<file path="src/pkg/tal_pkg.sv">
// tal_pkg: constants of the tdm audio expansion link
// assumes: one system clock of 40 MHz, bit clock arrives on a pin
package tal_pkg;
  // --------------------------------------------------------------
  // frame layout
  // --------------------------------------------------------------
  localparam int          FRAME_BITS      = 256;
  localparam int          SUBFRAME_BITS   = 64;
  localparam int          SLOT_BITS       = 32;
  localparam int          DATA_BITS       = 20;
  localparam int          AUX_BITS        = 12;
  localparam int          BIT_CNT_W       = 8;
  localparam int          SLOT_IDX_W      = 3;
  localparam int          DATA_MSB        = 31;
  localparam int          DATA_LSB        = 12;
  localparam int          AUX_MSB         = 11;
  localparam logic [4:0]  SLOT_LAST       = 5'h1F;
  localparam logic [4:0]  SLOT_FIRST      = 5'h00;
  localparam logic [1:0]  SYS_SUBFRAME    = 2'h0;
  localparam logic [7:0]  FRAME_SYNC_BITS = 8'h02;
  localparam int          BCLK_PER_SAMPLE = 256;
  // --------------------------------------------------------------
  // clocks and reset values
  // --------------------------------------------------------------
  localparam int          SYS_CLK_HZ      = 40000000;
  localparam int          MASTER_CLK_HZ   = 24576000;
  localparam logic [7:0]  BIT_CNT_RST     = 8'h00;
  localparam logic [2:0]  SLOT_IDX_RST    = 3'h0;
  localparam logic [31:0] WORD_RST        = 32'h0000_0000;

  typedef enum logic [1:0] {
    ST_IDLE = 2'b01,
    ST_RUN  = 2'b10
  } tal_state_t;
endpackage

</file>
<file path="src/pkg/tal_if.sv">
// tal_if: carriers between the link modules
// assumes: tal_pkg compiled first
interface tal_edge_if;
  logic bclk_rise;
  logic bclk_fall;
  logic sdin;
  modport src (output bclk_rise, output bclk_fall, output sdin);
  modport dst (input bclk_rise, input bclk_fall, input sdin);
endinterface

interface tal_slot_if;
  logic        load;
  logic [31:0] load_word;
  logic        shift;
  logic        sample;
  logic        sample_bit;
  logic        next_bit;
  logic [31:0] rx_word;
  modport ctl (output load, output load_word, output shift, output sample,
               output sample_bit, input next_bit, input rx_word);
  modport dp  (input load, input load_word, input shift, input sample,
               input sample_bit, output next_bit, output rx_word);
endinterface

</file>
<file path="src/tal_link_sync.sv">
// tal_link_sync: synchronises bit clock and inbound data, finds edges
// assumes: pins are asynchronous to i_clk, bit clock far slower
module tal_link_sync
  import tal_pkg::*;
(
  input  wire logic   i_clk,
  input  wire logic   i_rst,
  input  wire logic   i_bclk_pin,
  input  wire logic   i_sdin_pin,
  tal_edge_if.src     edge_o
);
  logic [2:0] bclk_q;
  logic [2:0] bclk_d;
  logic [1:0] sdin_q;
  logic [1:0] sdin_d;

  always_comb begin
    bclk_d = {bclk_q[1:0], i_bclk_pin};
    sdin_d = {sdin_q[0], i_sdin_pin};
  end

  always_ff @(posedge i_clk) begin
    if (i_rst) begin
      bclk_q <= 3'h0;
      sdin_q <= 2'h0;
    end else begin
      bclk_q <= bclk_d;
      sdin_q <= sdin_d;
    end
  end

  // edges seen only on the bit clock [RQ3]
  assign edge_o.bclk_rise = bclk_q[1] & ~bclk_q[2];
  assign edge_o.bclk_fall = ~bclk_q[1] & bclk_q[2];
  assign edge_o.sdin      = sdin_q[1];
endmodule

</file>
<file path="src/tal_slot_shift.sv">
// tal_slot_shift: 32-bit slot serialiser and deserialiser, msb first
// assumes: load, shift and sample come from the link controller
module tal_slot_shift
  import tal_pkg::*;
(
  input  wire logic   i_clk,
  input  wire logic   i_rst,
  tal_slot_if.dp      slot
);
  logic [31:0] tx_q;
  logic [31:0] tx_d;
  logic [31:0] rx_q;
  logic [31:0] rx_d;

  always_comb begin
    tx_d = tx_q;
    rx_d = rx_q;
    if (slot.load) begin
      tx_d = slot.load_word;
    end else if (slot.shift) begin
      tx_d = {tx_q[30:0], 1'b0}; // [RQ13]
    end
    if (slot.sample) begin
      rx_d = {rx_q[30:0], slot.sample_bit}; // [RQ13]
    end
  end

  always_ff @(posedge i_clk) begin
    if (i_rst) begin
      tx_q <= WORD_RST;
      rx_q <= WORD_RST;
    end else begin
      tx_q <= tx_d;
      rx_q <= rx_d;
    end
  end

  // msb leaves first [RQ13]
  assign slot.next_bit = slot.load ? slot.load_word[31] : tx_q[30];
  assign slot.rx_word  = {rx_q[30:0], slot.sample_bit};
endmodule

</file>
<file path="src/tal_link.sv">
// tal_link: device end of the tdm audio expansion link
// assumes: bit clock from the clock generator on a pin, sample ports
// assumes: on the system clock, master clock gated outside
//
// Function
// RQ1: the device offers a 24.576 MHz master clock to the card.
// RQ2: the bit clock runs at 256 times the sample rate, one frame per sample.
// RQ3: sync and both data lines are timed by the bit clock alone.
// RQ4: a frame is 256 bits made of four 64-bit subframes.
// RQ5: each subframe holds a left and a right 32-bit slot.
// RQ6: each slot carries 20 audio bits and 12 auxiliary bits.
// RQ7: subframe 1 belongs to the system's own sound, the rest to cards.
// RQ8: drivers change lines on the falling edge, receivers sample on rising.
// RQ9: a frame start is a sync pulse two bit clocks wide.
// RQ10: a word start is a sync pulse one bit clock wide.
// RQ11: the device drives sync to mark every frame and word start.
// RQ12: outbound data goes to the card, inbound data comes from it.
// RQ13: slots go msb first, audio bits ahead of auxiliary bits.
// RQ14: the left slot of a subframe goes before the right slot.
module tal_link
  import tal_pkg::*;
(
  input  wire logic        I_SYS_CLK,
  input  wire logic        I_SYS_RST,
  input  wire logic        I_SERIAL_BIT_CLOCK,
  input  wire logic        I_SERIAL_IN_FROM_CARD,
  input  wire logic [19:0] I_CODEC_TX_SAMPLE,
  input  wire logic [11:0] I_CODEC_TX_AUX,
  input  wire logic [19:0] I_DMA_TX_SAMPLE,
  input  wire logic [11:0] I_DMA_TX_AUX,
  output logic             O_SERIAL_OUT_TO_CARD,
  output logic             O_FRAME_WORD_SYNC,
  output logic             O_AUDIO_MASTER_CLK_EN,
  output logic             O_LINK_ACTIVE,
  output logic             O_TX_TAKEN,
  output logic [2:0]       O_TX_NEXT_SLOT,
  output logic             O_RX_VALID,
  output logic [2:0]       O_RX_SLOT,
  output logic [19:0]      O_RX_SAMPLE,
  output logic [11:0]      O_RX_AUX
);
  // --------------------------------------------------------------
  // pin sampling and slot datapath
  // --------------------------------------------------------------
  tal_edge_if lnk ();
  tal_slot_if slot ();

  tal_link_sync u_sync (
    .i_clk      (I_SYS_CLK),
    .i_rst      (I_SYS_RST),
    .i_bclk_pin (I_SERIAL_BIT_CLOCK),
    .i_sdin_pin (I_SERIAL_IN_FROM_CARD),
    .edge_o     (lnk.src)
  );

  tal_slot_shift u_shift (
    .i_clk (I_SYS_CLK),
    .i_rst (I_SYS_RST),
    .slot  (slot.dp)
  );

  // --------------------------------------------------------------
  // state
  // --------------------------------------------------------------
  tal_state_t  state_q;
  tal_state_t  state_d;
  logic [7:0]  bit_cnt_q;
  logic [7:0]  bit_cnt_d;
  logic [7:0]  new_idx;
  logic        out_q;
  logic        out_d;
  logic        sync_q;
  logic        sync_d;
  logic        taken_q;
  logic        taken_d;
  logic [2:0]  next_slot_q;
  logic [2:0]  next_slot_d;
  logic        rxv_q;
  logic        rxv_d;
  logic [2:0]  rx_slot_q;
  logic [2:0]  rx_slot_d;
  logic [19:0] rx_sample_q;
  logic [19:0] rx_sample_d;
  logic [11:0] rx_aux_q;
  logic [11:0] rx_aux_d;
  logic        mclk_en_q;
  logic        mclk_en_d;

  // --------------------------------------------------------------
  // next values
  // --------------------------------------------------------------
  always_comb begin
    state_d     = state_q;
    bit_cnt_d   = bit_cnt_q;
    out_d       = out_q;
    sync_d      = sync_q;
    taken_d     = 1'b0;
    next_slot_d = next_slot_q;
    rxv_d       = 1'b0;
    rx_slot_d   = rx_slot_q;
    rx_sample_d = rx_sample_q;
    rx_aux_d    = rx_aux_q;
    mclk_en_d   = 1'b1; // [RQ1]
    // 256-bit frame counter wraps on its own width [RQ2] [RQ4]
    new_idx     = (state_q == ST_RUN) ? 8'(bit_cnt_q + 8'h01) : BIT_CNT_RST;
    // subframe 1 is filled from the system codec [RQ7]
    if (new_idx[7:6] == SYS_SUBFRAME) begin
      slot.load_word = {I_CODEC_TX_SAMPLE, I_CODEC_TX_AUX}; // [RQ6] [RQ13]
    end else begin
      slot.load_word = {I_DMA_TX_SAMPLE, I_DMA_TX_AUX}; // [RQ12]
    end
    slot.load       = lnk.bclk_fall && (new_idx[4:0] == SLOT_FIRST); // [RQ5]
    slot.shift      = lnk.bclk_fall && !slot.load;
    slot.sample     = lnk.bclk_rise && (state_q == ST_RUN); // [RQ8]
    slot.sample_bit = lnk.sdin;
    // lines change only after a falling edge [RQ8]
    if (lnk.bclk_fall) begin
      state_d   = ST_RUN;
      bit_cnt_d = new_idx;
      out_d     = slot.next_bit; // [RQ12]
      // frame sync two wide, word sync one wide [RQ9] [RQ10] [RQ11]
      sync_d    = (new_idx < FRAME_SYNC_BITS) || (new_idx[4:0] == SLOT_FIRST);
    end
    if (slot.load) begin
      taken_d     = 1'b1;
      // left then right, subframe by subframe [RQ14]
      next_slot_d = 3'(new_idx[7:5] + 3'h1);
    end
    // last bit of a slot arrives on a rising edge [RQ8]
    if (slot.sample && (bit_cnt_q[4:0] == SLOT_LAST)) begin
      // inbound subframe 1 is not taken from the card [RQ7]
      if (bit_cnt_q[7:6] != SYS_SUBFRAME) begin
        rxv_d       = 1'b1;
        rx_slot_d   = bit_cnt_q[7:5];
        rx_sample_d = slot.rx_word[DATA_MSB:DATA_LSB]; // [RQ6]
        rx_aux_d    = slot.rx_word[AUX_MSB:0];
      end
    end
  end

  // --------------------------------------------------------------
  // registers
  // --------------------------------------------------------------
  always_ff @(posedge I_SYS_CLK) begin
    if (I_SYS_RST) begin
      state_q     <= ST_IDLE;
      bit_cnt_q   <= BIT_CNT_RST;
      out_q       <= 1'b0;
      sync_q      <= 1'b0;
      taken_q     <= 1'b0;
      next_slot_q <= SLOT_IDX_RST;
      rxv_q       <= 1'b0;
      rx_slot_q   <= SLOT_IDX_RST;
      rx_sample_q <= 20'h00000;
      rx_aux_q    <= 12'h000;
      mclk_en_q   <= 1'b0;
    end else begin
      state_q     <= state_d;
      bit_cnt_q   <= bit_cnt_d;
      out_q       <= out_d;
      sync_q      <= sync_d;
      taken_q     <= taken_d;
      next_slot_q <= next_slot_d;
      rxv_q       <= rxv_d;
      rx_slot_q   <= rx_slot_d;
      rx_sample_q <= rx_sample_d;
      rx_aux_q    <= rx_aux_d;
      mclk_en_q   <= mclk_en_d;
    end
  end

  assign O_SERIAL_OUT_TO_CARD  = out_q;
  assign O_FRAME_WORD_SYNC     = sync_q;
  assign O_AUDIO_MASTER_CLK_EN = mclk_en_q;
  assign O_LINK_ACTIVE         = (state_q == ST_RUN);
  assign O_TX_TAKEN            = taken_q;
  assign O_TX_NEXT_SLOT        = next_slot_q;
  assign O_RX_VALID            = rxv_q;
  assign O_RX_SLOT             = rx_slot_q;
  assign O_RX_SAMPLE           = rx_sample_q;
  assign O_RX_AUX              = rx_aux_q;
endmodule

</file>
<file path="config.mk">
export PLATFORM = sky130hd
export DESIGN_NAME = tal_link
export DESIGN_NICKNAME = d
export VERILOG_FILES = /design/src/pkg/tal_pkg.sv /design/src/pkg/tal_if.sv /design/src/tal_link_sync.sv /design/src/tal_slot_shift.sv /design/src/tal_link.sv
export SDC_FILE = /design/constraint.sdc
export NUM_CORES = 1
export LEC_CHECK = 0
export BUFFER_PORTS_ARGS = -buffer_cell sky130_fd_sc_hd__buf_4
export CORE_MARGIN = 5
export CORE_UTILIZATION = 51
export DETAILED_ROUTE_END_ITERATION = 12
export PLACE_DENSITY_LB_ADDON = 0.08
export SLEW_MARGIN = 5
export SYNTH_ARGS = -nofsm -noshare
export SYNTH_HDL_FRONTEND = slang
export SYNTH_HIERARCHICAL = 1
export SYNTH_SLANG_ARGS = --single-unit
</file>
<file path="constraint.sdc">
create_clock -name I_SYS_CLK -period 5.55 [get_ports I_SYS_CLK]
set_clock_uncertainty 0.15 [all_clocks]
set_input_delay 0.8325 -clock I_SYS_CLK [delete_from_list [all_inputs] [get_ports I_SYS_CLK]]
set_output_delay 0.8325 -clock I_SYS_CLK [all_outputs]
set_load 0.01 [all_outputs]
</file>
==> results of run 1 <==
[logic make-up after synthesis]
kind of cell / after synthesis
multiplexers: 98
buffers and inverters: 47
AO/OA/AOI/OAI: 90
AND/OR/NAND/NOR: 192
XOR/XNOR: 3
flip-flops: 120
adder cells (fa/ha/maj): 3
[sequential cells by signal, indices dropped and copies added, names as in the netlist]
signal and cells:
O_AUDIO_MASTER_CLK_EN 1, O_FRAME_WORD_SYNC 1, O_RX_AUX 12, O_RX_SAMPLE 20
O_RX_SLOT 3, O_RX_VALID 1, O_SERIAL_OUT_TO_CARD 1, O_TX_NEXT_SLOT 3
O_TX_TAKEN 1, bit_cnt_q 8, state_q 2, u_shift/rx_q 31
u_shift/tx_q 31, u_sync/bclk_q 3, u_sync/sdin_q 2
[layer usage]
layer / up-vias / GRT usage / part of all wire
met3: 11 / 0.0513 / 0.054
li1: 2083 / - / -
met4: 0 / 0.0633 / 0.010
met5: - / 0 / 0
met1: 1900 / 0.231 / 0.45
met2: 93 / 0.299 / 0.49
[worst paths after layout]
check,startpoint,end,cells past startpoint
worst min register to register,u_sync/sdin_q[0],u_sync/sdin_q[1],1
worst max-delay path,state_q[0],O_SERIAL_OUT_TO_CARD,8
worst min-delay path,u_sync/sdin_q[0],u_sync/sdin_q[1],1
worst max register to register,state_q[0],O_SERIAL_OUT_TO_CARD,8
[layout make-up]
type	instances	share of cell area
sequential	120	0.357
multi-input combinational	386	0.402
clock buffer	23	0.0678
inverter	4	0.00223
clock inverter	8	0.0180
tap	136	0.0253
timing repair buffer	115	0.128
[stage by stage]
step | area [um^2] | instances | utilization
floorplan | 5410 | 553 | -
global placement | 6160 | 761 | 0.597
detailed placement | 6160 | 761 | 0.597
CTS | 6740 | 792 | 0.653
global route | 6740 | 792 | 0.653
finish | 6740 | 792 | 0.653
[where the power goes]
part | internal [uW] | switching (uW)
Combinational | 58.3 | 36.4
Sequential | 873 | 5.21
Clock | 703 | 364
[critical path: stages, from the launching register on]
cell	delay [ps]
dfxtp_1	310
nand2b_1	470
inv_1	280
o41ai_1	120
a211o_2	810
mux2_2	420
mux2_2	270
mux2i_1	150
nor2_1	50
[synth_stat cells (all sizes together)]
master,n
a211o,1
a211oi,32
a21bo,1
a21o,1
a21oi,43
a22oi,1
a31oi,3
and2,1
and3,4
buf,22
clkbuf,21
dfxtp,120
ha,3
inv,4
mux2,33
mux2i,65
nand2,78
nand2b,1
nand3,6
nand3b,1
nand4b,1
nor2,50
nor2b,37
nor3,3
nor4,2
o21ai,6
o31a,1
o41ai,1
or2,1
or2b,1
or3,4
or3b,1
or4b,1
xnor2,2
xor2,1
==> flow_summary.json, run 1 <==
{
  "synth_area_leaders": "dfxtp_1 44%, mux2i_1 12%, mux2_4 8.0%, nand2_1 5.3%, nor2b_1 4.3%",
  "critPathCaptureType": "flop",
  "die_h_um": 113,
  "ios": 112,
  "vias": 4087,
  "die_w_um": 113,
  "period_minus_slack_ps": 3200,
  "clock.fmax_mhz": 313,
  "post-place-ws_ps": 2330,
  "htreeDepth": 4,
  "core.rowCount": 37,
  "setup_tns_ps": 0,
  "antenna_found_initial": 0,
  "reg2reg_slack_ps": 2350,
  "cts_hold_buf": 0,
  "p_per_area_nw_per_um2": 303,
  "arrival_ps": 3420,
  "dp_hpwl_mm": 7.57,
  "synth_top_area_share": 0.444,
  "areaGrowthSynthToFinish_pct": 24.6,
  "final-seq-area_um2": 2400,
  "ant_nets": 0,
  "yosys_warnings": 6,
  "ys_ff_latch": 120,
  "fin_crit_sh": 0.577,
  "initial_utilization": 0.524,
  "cp_max_fo": 33,
  "diodes": 0,
  "wl_per_cell_um": 14.5,
  "worstSetupPathType": "flop to flop",
  "die-area_um2": 12800,
  "hold_class": "flop to flop",
  "firstDrtPassIters": 4,
  "irDropWorstVdd_uv": 193,
  "cts_sinks": 120,
  "yosysUniqueCellTypes": 46,
  "final_common_cell": "dfxtp_1",
  "fin_nets": 715,
  "clk_latency_ps": 510,
  "n_fill_cell": 864,
  "status": "complete, no violations",
  "maxCapViolCount": 0,
  "grt_max_degree": 62,
  "setup_ws_ps": 2350,
  "first_global_vias": 4079,
  "worstSetupStartpointType": "flop",
  "clockBufferDepth": 2,
  "track_usage": 0.182,
  "synth_top_family_by_area": "multiplexers",
  "coreArea_um2": 10300,
  "gp_congestion": 0.835,
  "synthMuxAreaShare": 0.209,
  "port_buffers": 111,
  "synth-seq-area-share": 0.444,
  "cts-buffers-inserted": 17,
  "synth-simple-area-share": 0.166,
  "ctsResizeCount": 0,
  "multiInputGateArea_um2": 2710,
  "final_cell_mix": "120 x dfxtp_1, 115 x buf_4, 77 x nand2_1",
  "cts_root_buffer": "clkbuf_8",
  "power_uw": 2040,
  "hold_ws_ps": 298,
  "relSlewSlack": 0.244,
  "synth_fp_nets": 624,
  "finalSetupViolCount": 0,
  "yosys.area.top_type": "dfxtp_1",
  "synth_xor_area_frac": 0.00486,
  "syn-cell-area_um2": 5410,
  "wl_mm": 11.5,
  "synth_area_per_cell_um2": 9.78,
  "cts_tree": "yes",
  "vias_per_cell": 5.16,
  "rsz0062_at_grt": "false",
  "drv_slew": 0,
  "cp.required_ps": 5770,
  "synth_compound_area_frac": 0.110,
  "tightest_slew_ps": 1130,
  "syn_inst": 553,
  "grt_overflow": 0,
  "grt_first_pass_wirelength_mm": 19.1,
  "drcViolationCount": 0,
  "post_synth_fa_ha_maj_area_fraction": 0.00694,
  "cts_setup_buffers": 0,
  "drtIter0Drc": 175,
  "drive_gt1_frac": 0.299,
  "leakagePower_uw": 0.00261,
  "clk_pin_slew_ps": 50,
  "finalHoldViolations": 0
}
Power figures use the tool's default switching activity.
==> inputs of run 2 (changes only) <==
--- a/config.mk
+++ b/config.mk
@@ -5,6 +5,7 @@
 export SDC_FILE = /design/constraint.sdc
 export NUM_CORES = 1
 export LEC_CHECK = 0
+export ABC_AREA = 1
 export BUFFER_PORTS_ARGS = -buffer_cell sky130_fd_sc_hd__buf_4
 export CORE_MARGIN = 5
 export CORE_UTILIZATION = 51
==> constraint.sdc (replaced) <==
create_clock -name I_SYS_CLK -period 3.2 [get_ports I_SYS_CLK]
set_clock_uncertainty 0.15 [all_clocks]
set_input_delay 0.48 -clock I_SYS_CLK [delete_from_list [all_inputs] [get_ports I_SYS_CLK]]
set_output_delay 0.48 -clock I_SYS_CLK [all_outputs]
set_load 0.01 [all_outputs]
==> run 2 against run 1 <==
Die area is 1.1% lower. Synthesized cell count is 40% higher. Combinational power is 86% higher. Core utilization is 0.31 points higher. Critical path type unchanged.
==> flow_summary.json, run 2 <==
{
  "status": "complete, no violations",
  "synth_xor_area_frac": 0,
  "final_common_cell": "nand2_1",
  "synthMuxAreaShare": 0,
  "coreArea_um2": 10300,
  "vias": 5041,
  "post_synth_fa_ha_maj_area_fraction": 0.00702,
  "first_global_vias": 4809,
  "ant_nets": 0,
  "cp_max_fo": 31,
  "synth_area_per_cell_um2": 6.92,
  "cp.buffers_inverters": 4,
  "synth_top_family_by_area": "simple AND/OR/NAND/NOR gates",
  "grt_max_degree": 36,
  "wl_mm": 12.7,
  "cp.required_ps": 3450,
  "use_met3": 0.0437,
  "finalSetupViolCount": 0,
  "syn_inst": 772,
  "synth-simple-area-share": 0.307,
  "worstSetupStartpointType": "flop",
  "core.rowCount": 37,
  "track_usage": 0.199,
  "grtUsageMet1": 0.235,
  "cts_setup_buffers": 0,
  "clk_latency_ps": 510,
  "slowest_delay_ps": 370,
  "diodes": 0,
  "critPathCaptureType": "flop",
  "die_w_um": 112,
  "ys_ff_latch": 120,
  "clockBufferDepth": 2,
  "htreeDepth": 4,
  "fin_nets": 935,
  "die_h_um": 112,
  "vias_per_cell": 4.98,
  "period_minus_slack_ps": 2780,
  "synth_enable_flop_cells": 0,
  "power_uw": 3570,
  "port_buffers": 111,
  "grt_overflow": 0,
  "synth-seq-area-share": 0.450,
  "gp_congestion": 0.808,
  "dp_hpwl_mm": 8.49,
  "cts-buffers-inserted": 17,
  "antenna_found_initial": 0,
  "async_reset_ff_frac": 0,
  "final_cell_mix": "189 x nand2_1, 122 x buf_4, 120 x dfxtp_1",
  "synth_top_area_share": 0.450,
  "irDropWorstVdd_uv": 322,
  "final-instance-count-excl-fill": 1013,
  "yosys.area.top_type": "dfxtp_1",
  "synth_common_cells": "189 x nand2_1, 120 x dfxtp_1, 99 x nand3_1",
  "dp_cells": 981,
  "hold_ws_ps": 19.5,
  "fin_area_um2": 6740,
  "leakagePower_uw": 0.00335,
  "synth_compound_area_frac": 0.118,
  "rsz0062_at_grt": "false",
  "wl_per_cell_um": 12.5,
  "synth_area_leaders": "dfxtp_1 45%, nand2_1 13%, nand3_1 9.3%, o21ai_0 7.1%, nor2_1 6.3%",
  "tightest_slew_ps": 926,
  "grt_first_pass_wirelength_mm": 21.4,
  "yosysUniqueCellTypes": 24,
  "drcViolationCount": 0,
  "firstDrtPassIters": 5,
  "path_cells": "ha_1, nand2_1, nor2_1, ha_1, o21ai_0, nand2_1, inv_1, nand4_4, inv_1, inv_2, nand3_1, nand3_1, nand2_1, inv_1",
  "cts_sinks": 120,
  "die-area_um2": 12600,
  "cp.depth": 14,
  "drive_gt1_frac": 0.190,
  "setup_tns_ps": 0,
  "areaGrowthSynthToFinish_pct": 26.1,
  "critical-path-top-delay-family": "buffers and inverters",
  "synth_fp_nets": 843,
  "busiest_layer": "met2",
  "ctsResizeCount": 0,
  "holdPathStages": 3,
  "relSlewSlack": 0.382,
  "syn-cell-area_um2": 5340,
  "arrival_ps": 3030,
  "place_area_um2": 6150,
  "reg2reg_slack_ps": 420,
  "hold_class": "primary input to flop",
  "ios": 112,
  "initial_utilization": 0.520,
  "p_per_area_nw_per_um2": 530,
  "drv_slew": 0,
  "cpMaxStageDelayCell": "dfxtp_1",
  "synth-main-ff-cell": "dfxtp_1",
  "cts_root_buffer": "clkbuf_8",
  "clock.fmax_mhz": 360,
  "yosysMostFrequentCell": "nand2_1",
  "finalHoldViolations": 0,
  "met2_usage": 0.353,
  "maxCapViolCount": 0,
  "worstSetupPathType": "flop to flop",
  "drtIter0Drc": 335,
  "r2r_cells": 14,
  "fin_crit_sh": 0.868,
  "clk_pin_slew_ps": 60,
  "yosys_warnings": 6,
  "cts_tree": "yes",
  "cts_hold_buf": 0
}
run 2: cell count changes in the layout (fill, tap and decap cells not counted), sizes merged, moves of 4 or more:
| cell | delta |
|---|---|
| nand2 | +113 |
| nor2b | -37 |
| nand3 | +94 |
| mux2 | -33 |
| a211oi | -32 |
| nor2 | +42 |
| o21ai | +71 |
| and3 | -4 |
| clkbuf | -5 |
| buf | +7 |
| or3 | -4 |
| mux2i | -65 |
| inv | +91 |
run 2: worst min-delay path, delay by kind of cell:
family	cells	cell delay [ps]
buffers and inverters	2	100
AND/OR/NAND/NOR	1	70
run 2: where the power goes:
group,switching [uW],leakage (uW),total [uW],internal [uW]
clock network,724,0.000281,1870,1150
registers,12.5,0.000970,1530,1510
logic,85.2,0.00210,176,90.3
total,822,0.00335,3570,2750
run 2: logic make-up after synthesis:
logic type	count (synthesis)
simple gates	386
fa+ha+maj	3
compound gates	124
buf+inv	139
flops	120
run 2: path summary, 6_finish.rpt:
check,endpoint,from
worst max-delay path,u_shift/tx_q[28],bit_cnt_q[1]
worst min-delay path,u_sync/bclk_q[0],I_SERIAL_BIT_CLOCK
worst max register to register,u_shift/tx_q[28],bit_cnt_q[1]
worst min register to register,u_sync/sdin_q[1],u_sync/sdin_q[0]
run 2: routing by layer:
metal / wire length (um) / share of wire / up-vias
met5: 0 / 0 / -
met3: 763 / 0.060 / 17
met1: 5440 / 0.43 / 2259
met4: 137 / 0.011 / 0
li1: - / - / 2624
met2: 6340 / 0.50 / 141
run 2: cell type report:
cell class | count | area, um^2
Clock buffer | 18 | 428
Fill cell | 936 | 3540
Inverter | 90 | 338
Timing Repair Buffer | 122 | 916
Sequential cell | 120 | 2400
Clock inverter | 14 | 164
Tap cell | 136 | 170
Multi-Input combinational cell | 513 | 2320
run 2: per-stage QoR:
| step | worst slack, ps | utilization |
|---|---|---|
| 2_1_floorplan | 961 | - |
| 5_1_grt | 102 | 0.656 |
| 4_1_cts | 431 | 0.656 |
| 6_report | 422 | 0.656 |
| 3_5_place_dp | 444 | 0.598 |
| 3_3_place_gp | 596 | 0.598 |
==> inputs of run 3 (changes only) <==
--- a/config.mk
+++ b/config.mk
@@ -6,11 +6,14 @@
 export NUM_CORES = 1
 export LEC_CHECK = 0
 export ABC_AREA = 1
+export ABC_CLOCK_PERIOD_IN_PS = 3200
 export BUFFER_PORTS_ARGS = -buffer_cell sky130_fd_sc_hd__buf_4
+export CORE_ASPECT_RATIO = 2
 export CORE_MARGIN = 5
 export CORE_UTILIZATION = 51
 export DETAILED_ROUTE_END_ITERATION = 12
 export PLACE_DENSITY_LB_ADDON = 0.08
+export SKIP_LAST_GASP = 1
 export SLEW_MARGIN = 5
 export SYNTH_ARGS = -nofsm -noshare
 export SYNTH_HDL_FRONTEND = slang
==> run 3 against run 2 <==
Sequential cell count is the same. Sequential power is essentially flat. Critical path depth grew 1. Worst hold slack gained 110 ps. Sequential share of layout area is essentially flat. Non-clock buffer count shrank 2. Cell count is essentially flat. Register-to-register slack gained 90 ps. Fmax grew 3.2%. Critical path type unchanged.
==> flow_summary.json, run 3 (synthesis results as in run 2) <==
{
  "ant_nets": 0,
  "finalHoldViolations": 0,
  "cts_root_buffer": "clkbuf_16",
  "wl_mm": 12.8,
  "wl_per_cell_um": 12.7,
  "cts_tree": "yes",
  "antenna_found_initial": 0,
  "path_cells": "ha_1, nand2_1, nor2_1, ha_1, o21ai_0, nand2_1, inv_1, nand3_1, nand2_1, inv_1, nor2_4, nand2_1, nand3_1, nand2_1, inv_1",
  "fin_nets": 933,
  "vias": 5028,
  "vias_per_cell": 4.97,
  "grt_overflow": 0,
  "arrival_ps": 2880,
  "drv_slew": 0,
  "port_buffers": 111,
  "cpMaxStageDelayCell": "nor2_4",
  "cts-buffers-inserted": 17,
  "gp_congestion": 0.797,
  "m1WireLength_mm": 4.76,
  "fin_crit_sh": 0.841,
  "cts_hold_buf": 0,
  "drcViolationCount": 0,
  "clk_latency_ps": 400,
  "seqPwrFrac": 0.419,
  "firstDrtPassIters": 4,
  "n_fill_cell": 933,
  "period_minus_slack_ps": 2690,
  "cts_setup_buffers": 0,
  "wl_met2_mm": 7.10,
  "track_usage": 0.208,
  "worstSetupStartpointType": "flop",
  "path_common_cell": "nand2_1",
  "tightest_slew_ps": 1110,
  "irDropWorstVdd_uv": 579,
  "clkPwrFrac": 0.533,
  "cp.required_ps": 3390,
  "hold_class": "primary input to flop",
  "intPower_uw": 2860,
  "setup_tns_ps": 0,
  "initial_utilization": 0.513,
  "startpoint": "bit_cnt_q[0]",
  "met3_length_um": 660,
  "p_sw_frac": 0.215,
  "coreArea_um2": 10400,
  "p_sw_uw": 782,
  "relSlewSlack": 0.257,
  "min-delay-start": "I_SERIAL_BIT_CLOCK",
  "power_frac_comb": 0.048,
  "first_global_vias": 4857,
  "critPathCaptureType": "flop",
  "die-area_um2": 12700,
  "final_cell_mix": "189 x nand2_1, 120 x dfxtp_1, 120 x buf_4",
  "p_per_area_nw_per_um2": 539,
  "rsz0062_at_grt": "false",
  "htreeDepth": 4,
  "dp_hpwl_mm": 9.04,
  "die_h_um": 155,
  "maxCapViolCount": 0,
  "diodes": 0,
  "drtIter0Drc": 211,
  "cp_max_fo": 31,
  "clockBufferDepth": 2,
  "drive_gt1_frac": 0.187,
  "leakagePower_uw": 0.00336,
  "final-seq-area_um2": 2400,
  "clk_pin_slew_ps": 60,
  "final_common_cell": "nand2_1",
  "areaGrowthSynthToFinish_pct": 26.3,
  "clock.fmax_mhz": 371,
  "ios": 112,
  "ctsResizeCount": 0,
  "core.rowCount": 53,
  "finalSetupViolCount": 0,
  "multiInputGateArea_um2": 2320,
  "top_layer": "met4",
  "rr_startpoint": "bit_cnt_q[0]",
  "grt_max_degree": 53,
  "reg2reg_slack_ps": 510,
  "cts_sinks": 120,
  "status": "complete, no violations",
  "worstSetupPathType": "flop to flop",
  "die_w_um": 82.4,
  "slowest_delay_ps": 510,
  "grt_first_pass_wirelength_mm": 21.1,
  "postLayoutCoreUtil": 0.648
}
[run 3: cell types whose count changed in the layout (fill, tap and decap cells not counted)]
cell,delta
clkinv_2,+1
clkinv_4,+3
inv_6,-4
buf_4,-2
inv_1,+1
clkinv_1,-1
clkbuf_1,+1
clkinvlp_4,-1
clkbuf_16,+1
clkbuf_8,-1
inv_8,-1
bufinv_16,+1
[run 3: power by group through the flow]
| stage | sequential, uW | combinational, uW | clock (uW) |
|---|---|---|---|
| 5_1_grt | 1530 | 196 | 2060 |
| 2_1_floorplan | 1560 | 88.5 | 0 |
| 3_3_place_gp | 1560 | 172 | 0 |
| 3_5_place_dp | 1560 | 175 | 0 |
| 4_1_cts | 1530 | 176 | 1980 |
| 6_report | 1530 | 175 | 1940 |
[run 3: area by class of cell]
| type | instances | share of cell area |
|---|---|---|
| clock buffer | 19 | 0.0656 |
| clock inverter | 13 | 0.0254 |
| inverter | 90 | 0.0501 |
| multi-input combinational | 513 | 0.344 |
| sequential | 120 | 0.356 |
| tap | 137 | 0.0254 |
| timing repair buffer | 120 | 0.134 |
[run 3: worst max-delay path, delay by kind of cell (launching register included)]
family / cells / cell delay, ps
simple gates: 9 / 1230
compound gates: 1 / 160
buf+inv: 3 / 240
flops: 1 / 380
fa+ha+maj: 2 / 460
[run 3: per-layer routing]
layer / GRT usage / vias to the layer above
met5: 0 / -
met4: 0.0895 / 0
met3: 0.0478 / 22
met2: 0.390 / 138
met1: 0.207 / 2250
li1: - / 2618
[run 3: per-stage QoR]
stage | hold WS, ps | total power, uW | area, um^2 | worst slack, ps | cells
3_3_place_gp | 239 | 1730 | 6130 | 629 | 980
4_1_cts | 119 | 3680 | 6750 | 503 | 1012
6_report | 134 | 3640 | 6750 | 507 | 1012
5_1_grt | 122 | 3780 | 6750 | 244 | 1012
2_1_floorplan | 238 | 1640 | 5340 | 961 | 772
3_5_place_dp | 246 | 1730 | 6130 | 522 | 980
[run 3: worst paths after layout]
check                                        end  depth (start not counted)
worst min-delay path            u_sync/bclk_q[0]                          3
worst min register to register  u_sync/sdin_q[1]                          2
worst max register to register   u_shift/tx_q[6]                         15
worst max-delay path             u_shift/tx_q[6]                         15
